## src/rtl/ibc_map.vh

```
/*
 * Constants for the two-wire bus condition front end.
 * Assumes a 4 ns system clock; all timing counts derive from it.
 */
`ifndef IBC_MAP_VH
`define IBC_MAP_VH

`define IBC_CLK_NS 4
`define IBC_HOLD_SHORT_NS 100
`define IBC_HOLD_LONG_NS 300
`define IBC_HOLD_W 7
`define IBC_HOLD_ZERO 7'h00

`define IBC_ST_W 2
`define IBC_ST_IDLE 2'h0
`define IBC_ST_STARTED 2'h1
`define IBC_ST_RUNNING 2'h2

`define IBC_TEN_HI_PREFIX 5'h1E
`define IBC_RW_BIT 0
`define IBC_ADDR_HI 7
`define IBC_ADDR_LO 1
`define IBC_TEN_A9 2
`define IBC_TEN_A8 1

`define IBC_LINE_IDLE 1'h1
`define IBC_ZERO 1'h0
`define IBC_ONE 1'h1

`endif

```

## src/rtl/ibc_sync.v

```verilog
/*
 * Three-stage input synchroniser with agreement filter.
 * Assumes an asynchronous pin level; output changes only when stages two and three agree.
 */
`timescale 1ns/1ps
module ibc_sync #(
   parameter RESET_LEVEL = 1'h1
) (
   input wire i_clk_sys,
   input wire i_rst_b,
   input wire i_pin,
   output reg o_level
);
   reg s1;
   reg s2;
   reg s3;

   // First stage feeds only the second stage
   always @(posedge i_clk_sys or negedge i_rst_b) begin
      if (!i_rst_b) begin
         s1 <= RESET_LEVEL;
         s2 <= RESET_LEVEL;
         s3 <= RESET_LEVEL;
         o_level <= RESET_LEVEL;
      end else begin
         s1 <= i_pin;
         s2 <= s1;
         s3 <= s2;
         if (s2 == s3) begin
            o_level <= s3;
         end
      end
   end
endmodule

```

## src/rtl/ibc_bus_front.v

```verilog
/*
 * Bus-level front end of a two-wire serial port: pin takeover, data hold,
 * Start/Stop/Restart detection, collision flags and ten-bit prior-match tracking.
 * Assumes external pull-ups resolve the lines from the enables, and a byte shifter
 * outside supplies address bytes, transmit bits and stretch requests.
 */
// What this block does
// - Enabled port turns clock and data pins into open-drain drivers.
// - Output data toward each pin is always zero; only pull low or release.
// - Data held after clock fall; select bit extends hold to 300 ns.
// - Start: data falls while clock is high.
// - Only masters start; a Start moves bus from idle to active.
// - Issuing Start with data already low flags a collision.
// - Stop: data rises while clock is high.
// - Stop valid only after a clock-low period following the Start.
// - Restart recognised whenever a Stop would be valid.
// - Restart resets slave logic like a Start, awaiting an address byte.
// - Valid ten-bit read re-address holds clock low and prepares data.
// - Prior-match set on full ten-bit write match; cleared by stated events.
// - Bus idle only with both lines high and no master in control.
// - Collision when data reads low while released and expected high.
// - After a read request, slave supplies bytes until Restart or Stop.
// - Address matches only when equal to the slave address register.
// - Anyone may hold clock low; all others wait for release.
// - Data changes only while clock is low; sampled on clock rise.
`timescale 1ns/1ps
`include "ibc_map.vh"
module ibc_bus_front (
   input wire i_clk_sys,
   input wire i_rst_b,
   input wire i_port_enable,
   input wire i_long_hold_select,
   input wire i_scl,
   input wire i_sda,
   input wire i_ten_bit_mode,
   input wire [7:0] i_slave_address_register,
   input wire i_start_req,
   input wire i_tx_drive,
   input wire i_tx_bit,
   input wire i_scl_hold_req,
   input wire i_stretch_release,
   input wire i_addr_strobe,
   input wire [7:0] i_addr_byte,
   output reg o_scl_out,
   output reg o_scl_oe,
   output reg o_sda_out,
   output reg o_sda_oe,
   output reg o_start_det,
   output reg o_stop_det,
   output reg o_restart_det,
   output reg o_slave_reset,
   output reg o_bus_active,
   output reg o_bus_idle,
   output reg o_bus_collision,
   output reg o_addr_match,
   output reg o_prior_match,
   output reg o_read_active,
   output reg o_tx_prepare,
   output reg o_scl_released
);
   localparam integer HOLD_SHORT_CYC =
      (`IBC_HOLD_SHORT_NS + `IBC_CLK_NS - 1) / `IBC_CLK_NS;
   localparam integer HOLD_LONG_CYC =
      (`IBC_HOLD_LONG_NS + `IBC_CLK_NS - 1) / `IBC_CLK_NS;
   localparam [`IBC_HOLD_W-1:0] HOLD_SHORT = HOLD_SHORT_CYC[`IBC_HOLD_W-1:0];
   localparam [`IBC_HOLD_W-1:0] HOLD_LONG = HOLD_LONG_CYC[`IBC_HOLD_W-1:0];
   localparam [`IBC_ST_W-1:0] ST_IDLE = `IBC_ST_IDLE;
   localparam [`IBC_ST_W-1:0] ST_STARTED = `IBC_ST_STARTED;
   localparam [`IBC_ST_W-1:0] ST_RUNNING = `IBC_ST_RUNNING;

   wire scl_f;
   wire sda_f;
   reg scl_prev;
   reg sda_prev;
   reg [`IBC_ST_W-1:0] bus_state;
   reg [`IBC_ST_W-1:0] next_bus_state;
   reg [`IBC_HOLD_W-1:0] hold_cnt;
   reg sda_low;
   reg start_drive;
   reg await_low;
   reg since_restart;
   reg stretch;

   wire scl_rise;
   wire scl_fall;
   wire sda_rise;
   wire sda_fall;
   wire start_cond;
   wire stop_cond;
   wire restart_cond;
   wire first_start;
   wire hold_done;
   wire hi_match;
   wire low_match;
   wire seven_match;
   wire addr_rw;
   wire expect_high;

   ibc_sync #(.RESET_LEVEL(`IBC_LINE_IDLE)) u_sync_scl (
      .i_clk_sys(i_clk_sys),
      .i_rst_b(i_rst_b),
      .i_pin(i_scl),
      .o_level(scl_f)
   );

   ibc_sync #(.RESET_LEVEL(`IBC_LINE_IDLE)) u_sync_sda (
      .i_clk_sys(i_clk_sys),
      .i_rst_b(i_rst_b),
      .i_pin(i_sda),
      .o_level(sda_f)
   );

   // Edges from consecutive filtered samples
   assign scl_rise = !scl_prev && scl_f;
   assign scl_fall = scl_prev && !scl_f;
   assign sda_rise = !sda_prev && sda_f;
   assign sda_fall = sda_prev && !sda_f;

   // Data moving under a high clock is a bus condition, never data
   assign start_cond = sda_fall && scl_f && scl_prev;
   assign stop_cond = sda_rise && scl_f && scl_prev &&
      (bus_state == ST_RUNNING);
   // A second fall without any clock-low is still only a Start
   assign restart_cond = start_cond && (bus_state == ST_RUNNING);
   assign first_start = start_cond && !restart_cond;

   assign hold_done = (hold_cnt == `IBC_HOLD_ZERO);

   assign addr_rw = i_addr_byte[`IBC_RW_BIT];
   assign seven_match = (i_addr_byte[`IBC_ADDR_HI:`IBC_ADDR_LO] ==
      i_slave_address_register[`IBC_ADDR_HI:`IBC_ADDR_LO]);
   assign hi_match = (i_addr_byte[`IBC_ADDR_HI:`IBC_ADDR_LO] ==
      {`IBC_TEN_HI_PREFIX, i_slave_address_register[`IBC_TEN_A9:`IBC_TEN_A8]});
   assign low_match = (i_addr_byte == i_slave_address_register);

   // Released line that the device wants high
   assign expect_high = !sda_low && ((i_tx_drive && i_tx_bit) || start_drive);

   // Bus state tracking
   always @* begin
      next_bus_state = bus_state;
      case (bus_state)
         ST_IDLE: begin
            if (start_cond) begin
               next_bus_state = ST_STARTED;
            end
         end
         ST_STARTED: begin
            if (!scl_f) begin
               next_bus_state = ST_RUNNING;
            end
         end
         ST_RUNNING: begin
            if (stop_cond) begin
               next_bus_state = ST_IDLE;
            end else if (restart_cond) begin
               next_bus_state = ST_STARTED;
            end
         end
         default: begin
            next_bus_state = ST_IDLE;
         end
      endcase
   end

   always @(posedge i_clk_sys or negedge i_rst_b) begin
      if (!i_rst_b) begin
         scl_prev <= `IBC_LINE_IDLE;
         sda_prev <= `IBC_LINE_IDLE;
         bus_state <= ST_IDLE;
      end else begin
         scl_prev <= scl_f;
         sda_prev <= sda_f;
         if (!i_port_enable) begin
            bus_state <= ST_IDLE;
         end else begin
            bus_state <= next_bus_state;
         end
      end
   end

   // Hold counter restarts on every clock fall
   always @(posedge i_clk_sys or negedge i_rst_b) begin
      if (!i_rst_b) begin
         hold_cnt <= `IBC_HOLD_ZERO;
      end else if (scl_fall) begin
         hold_cnt <= i_long_hold_select ? HOLD_LONG : HOLD_SHORT;
      end else if (!hold_done) begin
         hold_cnt <= hold_cnt - 1'h1;
      end
   end

   // Data line drive: only pulls low or releases
   always @(posedge i_clk_sys or negedge i_rst_b) begin
      if (!i_rst_b) begin
         sda_low <= `IBC_ZERO;
         start_drive <= `IBC_ZERO;
         o_bus_collision <= `IBC_ZERO;
      end else begin
         o_bus_collision <= `IBC_ZERO;
         if (!i_port_enable) begin
            sda_low <= `IBC_ZERO;
            start_drive <= `IBC_ZERO;
         end else if (start_drive) begin
            // Master Start: hand the line to the shifter after first clock low
            if (scl_fall) begin
               start_drive <= `IBC_ZERO;
            end
         end else if (i_start_req && bus_state == ST_IDLE) begin
            // Line already low before our pull means someone else owns it
            if (!sda_f) begin
               o_bus_collision <= `IBC_ONE;
            end else begin
               sda_low <= `IBC_ONE;
               start_drive <= `IBC_ONE;
            end
         end else if (scl_rise && expect_high && !sda_f) begin
            o_bus_collision <= `IBC_ONE;
            sda_low <= `IBC_ZERO;
         end else if (!scl_f && !scl_fall && hold_done) begin
            // Fall cycle skipped: the counter only reloads on that edge
            sda_low <= i_tx_drive && !i_tx_bit;
         end
      end
   end

   // Slave address tracking and ten-bit prior match
   always @(posedge i_clk_sys or negedge i_rst_b) begin
      if (!i_rst_b) begin
         o_addr_match <= `IBC_ZERO;
         o_prior_match <= `IBC_ZERO;
         o_read_active <= `IBC_ZERO;
         o_tx_prepare <= `IBC_ZERO;
         await_low <= `IBC_ZERO;
         since_restart <= `IBC_ZERO;
         stretch <= `IBC_ZERO;
      end else begin
         o_addr_match <= `IBC_ZERO;
         o_tx_prepare <= `IBC_ZERO;
         if (!i_port_enable) begin
            o_prior_match <= `IBC_ZERO;
            o_read_active <= `IBC_ZERO;
            await_low <= `IBC_ZERO;
            since_restart <= `IBC_ZERO;
            stretch <= `IBC_ZERO;
         end else if (stop_cond) begin
            o_prior_match <= `IBC_ZERO;
            o_read_active <= `IBC_ZERO;
            await_low <= `IBC_ZERO;
            since_restart <= `IBC_ZERO;
            stretch <= `IBC_ZERO;
         end else if (start_cond) begin
            // Restart clears the slave as a Start does; since_restart alone records which
            o_read_active <= `IBC_ZERO;
            await_low <= `IBC_ZERO;
            since_restart <= restart_cond;
            stretch <= `IBC_ZERO;
         end else if (i_addr_strobe && await_low) begin
            await_low <= `IBC_ZERO;
            if (low_match) begin
               o_addr_match <= `IBC_ONE;
               o_prior_match <= `IBC_ONE;
            end
         end else if (i_addr_strobe && i_ten_bit_mode) begin
            since_restart <= `IBC_ZERO;
            if (!hi_match) begin
               o_prior_match <= `IBC_ZERO;
            end else if (!addr_rw) begin
               o_prior_match <= `IBC_ZERO;
               await_low <= `IBC_ONE;
            end else if (o_prior_match && since_restart) begin
               // Read only after a full write match and a Restart
               o_addr_match <= `IBC_ONE;
               o_read_active <= `IBC_ONE;
               o_tx_prepare <= `IBC_ONE;
               stretch <= `IBC_ONE;
            end
         end else if (i_addr_strobe) begin
            if (seven_match) begin
               o_addr_match <= `IBC_ONE;
               o_read_active <= addr_rw;
               o_tx_prepare <= addr_rw;
            end
         end else if (stretch && i_stretch_release) begin
            stretch <= `IBC_ZERO;
         end
      end
   end

   // Pin and status outputs, all registered
   always @(posedge i_clk_sys or negedge i_rst_b) begin
      if (!i_rst_b) begin
         o_scl_out <= `IBC_ZERO;
         o_sda_out <= `IBC_ZERO;
         o_scl_oe <= `IBC_ZERO;
         o_sda_oe <= `IBC_ZERO;
         o_start_det <= `IBC_ZERO;
         o_stop_det <= `IBC_ZERO;
         o_restart_det <= `IBC_ZERO;
         o_slave_reset <= `IBC_ZERO;
         o_bus_active <= `IBC_ZERO;
         o_bus_idle <= `IBC_ZERO;
         o_scl_released <= `IBC_ZERO;
      end else begin
         // Output value fixed low; the enables alone move the lines
         o_scl_out <= `IBC_ZERO;
         o_sda_out <= `IBC_ZERO;
         o_sda_oe <= i_port_enable && sda_low;
         o_scl_oe <= i_port_enable && (stretch || i_scl_hold_req);
         o_start_det <= i_port_enable && first_start;
         o_stop_det <= i_port_enable && stop_cond;
         o_restart_det <= i_port_enable && restart_cond;
         o_slave_reset <= i_port_enable && start_cond;
         o_bus_active <= i_port_enable && (next_bus_state != ST_IDLE);
         o_bus_idle <= i_port_enable && scl_f && sda_f &&
            (next_bus_state == ST_IDLE);
         // Others stalled on the clock may proceed once the line reads high
         o_scl_released <= scl_f;
      end
   end
endmodule

```

## config.mk

```make
export PLATFORM = sky130hd
export DESIGN_NAME = ibc_bus_front
export DESIGN_NICKNAME = d
export VERILOG_FILES = /design/src/rtl/ibc_sync.v /design/src/rtl/ibc_bus_front.v
export VERILOG_INCLUDE_DIRS = /design/src /design/src/rtl
export SDC_FILE = /design/constraint.sdc
export NUM_CORES = 1
export LEC_CHECK = 0
export ABC_AREA = 1
export BUFFER_PORTS_ARGS = -buffer_cell sky130_fd_sc_hd__buf_4
export CORE_ASPECT_RATIO = 1.4
export CORE_MARGIN = 5
export CORE_UTILIZATION = 48
export DETAILED_ROUTE_END_ITERATION = 10
export HOLD_SLACK_MARGIN = 0.08
export PLACE_DENSITY = 0.75
export SLEW_MARGIN = 10
export SYNTH_ARGS = -nofsm -noshare
export SYNTH_HDL_FRONTEND = slang
export SYNTH_SLANG_ARGS = --single-unit
export TNS_END_PERCENT = 10
```

## constraint.sdc

```tcl
create_clock -name i_clk_sys -period 1.5 [get_ports i_clk_sys]
set_input_delay 0.225 -clock i_clk_sys [delete_from_list [all_inputs] [get_ports i_clk_sys]]
set_output_delay 0.225 -clock i_clk_sys [all_outputs]
set_load 0.02 [all_outputs]
```

==> flow_summary.yaml <==
floorplanning:
  core.rowCount: 27
  die-width_um: 63.8
  coreArea_mm2: 0.00392
  die_h_um: 85.4
  num_io_pins: 45
  start_util_pct: 49.7
  dieArea_mm2: 0.00545
placed_design:
  hpwl_um: 3330
  gp_congestion: 0.843
  portBuffers: 42
  dpl-instance-area_mm2: 0.00241
layout:
  postLayoutCellArea_mm2: 0.00260
  regMostFlops: "hold_cnt"
  reg.largest.list: "hold_cnt (7), bus_state (2)"
  largest_reg_flops: 7
  area_growth_pct: 33.3
  num_antenna_cells: 0
  fillers: 349
  final_nets: 329
  drive_above_1_share_pct: 32.4
logic_synthesis:
  syn_avg_cell_area_um2: 8.36
  ys_seq_elements: 38
  seq_area_frac_synth_pct: 49.5
  syn_inst: 233
  ys_warn_count: 0
  syn_area_mm2: 0.00195
  synthFlopType: "dfrtp_1"
  yosys.cell_types.count: 31
  synth_edf_count: 0
  async_flop_share_pct: 100
timing:
  hold_viol: 0
  fmax_mhz: 682
  holdWs_ps: 113
  fin_crit_ps: 1470
  skew_ps: 9.58
  rsz0062_at_grt: "true"
  slew_violations: 0
  setup_viol: 0
  finalCritPeriodShare_pct: 97.8
power:
  vdd_drop_max_v: 0.00136
  p_per_area_mw_per_mm2: 1190
  p_leak_nw: 1.36
clock_tree:
  clk_latency_ps: 290
  cts_tree: "built"
  cts_setup_buffers: 0
  clk_pin_slew_ps: 80
  clock-sinks: 38
  numCtsBuffers: 5
  clockBufferDepth: 2
  root_buffer: "clkbuf_8"
  h-tree-depth: 2
worst_setup_path:
  start_kind: "register"
  r2r_slack_ps: 30
  reg2reg_to: "o_read_active"
  endpoint_kind: "register"
  path_max_fanout: 6
  rr_startpoint: "u_sync_sda.o_level"
  rr_worst_depth: 8
  cp_data_arrival_time_ps: 1650
  critPathRequiredTime_ps: 1680
  criticalPathCategory: "reg2reg"
global_route:
  grt_antenna_before_repair: 0
  grt_remaining_overflow: 0
  grt_usage_pct: 17.2
  grt_max_degree: 39
  grt_pass1_vias: 1777
  grt_pass1_wl_um: 7410
min_path:
  hold_path_end: "hold_cnt[4]"
  hold_path_depth: 2
  worstHoldPathType: "in2reg"
  hp-start: "i_long_hold_select"
status:
  outcome: "finished, final reports clean"
routing:
  via_per_inst: 4.99
  wl_per_cell_um: 12.6
  drt_iter0_markers: 53
  drc: 0
  ant_nets: 0
  via_count: 1706
  first_pass_iters: 4
  wirelength_um: 4300
flow_run:
  cap_violations: 0
==> worst max-delay path by stage <==
stage | startpoint | to | slack, ps
after detailed placement | u_sync_sda.o_level | o_bus_active | 50
after CTS | u_sync_sda.o_level | o_read_active | 10
after global routing | u_sync_scl.o_level | stretch | -80
final | u_sync_sda.o_level | o_read_active | 30
after floorplan | scl_prev | o_read_active | 90
after global placement | scl_prev | o_read_active | 80
==> power by group <==
part	switching (mW)	total, mW	internal [mW]
clock	0.362	1.03	0.666
combinational	0.439	0.802	0.363
sequential	0.0819	1.25	1.17
==> logic make-up after synthesis <==
| logic type | synth area share [%] |
|---|---|
| and+or+nand+nor | 29.4 |
| DFF | 49.5 |
| buffers and inverters | 7.51 |
| AOI/OAI and AO/OA | 7.07 |
| xor gates and xnor gates | 4.05 |
| adders and majority gates | 2.31 |
| other | 0.192 |
==> placed cells by master (no fill, tap or decap), types with 4 or more instances in the layout <==
master and instances:
o21ai_0 5, inv_1 31, nand2_2 6, clkbuf_8 5, nand3_1 20, buf_4 57, dfstp_2 10, a21oi_1 7
nor2_2 4, nor3_1 4, dfrtp_1 28, nand2_1 49, nor2_1 28, xnor2_1 7, o21ai_1 5
==> metrics by stage <==
| stage | worst slack, ps | util, % | std cells | setup TNS (ps) | power (mW) |
|---|---|---|---|---|---|
| after floorplan | 88.4 | - | 234 | 0 | 1.72 |
| after global placement | 79.5 | 61.6 | 331 | 0 | 2.02 |
| after detailed placement | 54.4 | 61.6 | 331 | 0 | 2.04 |
| after CTS | 13.9 | 65.9 | 342 | 0 | 3.09 |
| after global routing | -79.7 | 66.3 | 342 | -438 | 3.28 |
| final | 33.6 | 66.3 | 342 | 0 | 3.08 |
==> timing repair <==
action | CTS | global route
endpoints found under the hold margin | 30 | 0
hold buffers | 3 | 0
resized for setup | 0 | 10
endpoints found under the setup margin | 0 | 13
==> cell type report <==
class,instances,area [µm²],area share (%)
inverters,34,128,4.91
clock buffers,5,68.8,2.65
well taps,43,53.8,2.07
multi-input cells,159,857,33.0
flip-flops and latches,38,963,37.1
clock inverters,3,68.8,2.65
repair buffers,60,458,17.6
==> worst max-delay path: stages (launching register included) <==
cell      delay (ps)
dfstp_2          600
nand2_2           70
nand3b_4         200
nand2_2           90
nor2_2            50
a21oi_4          170
nand2_1           80
nand2_1           60
nand2_1           50
==> Yosys cell counts, types with 2 or more instances <==
cell,n,area [µm²]
nand2_1,52,195
inv_1,33,124
dfrtp_1,28,701
nor2_1,28,105
nand3_1,20,100
dfstp_2,10,263
o21ai_0,8,40.0
a21oi_1,7,35.0
xnor2_1,7,61.3
nor3_1,5,25.0
nor2_2,4,25.0
nand2_2,3,18.8
nand4_1,3,18.8
nor2_4,3,33.8
buf_4,2,15.0
ha_1,2,25.0
maj3_1,2,20.0
o21ai_1,2,10.0
xor2_1,2,17.5
==> layer usage <==
metal  part of all wire, %  wire length, µm  global-route usage (%)
met5                     0                0                       0
met2                    54             2300                    30.7
met4                   2.9              123                    9.83
met1                    39             1660                    18.2
met3                   5.0              216                    3.44
Note: power is estimated with default switching activity, not from simulation.
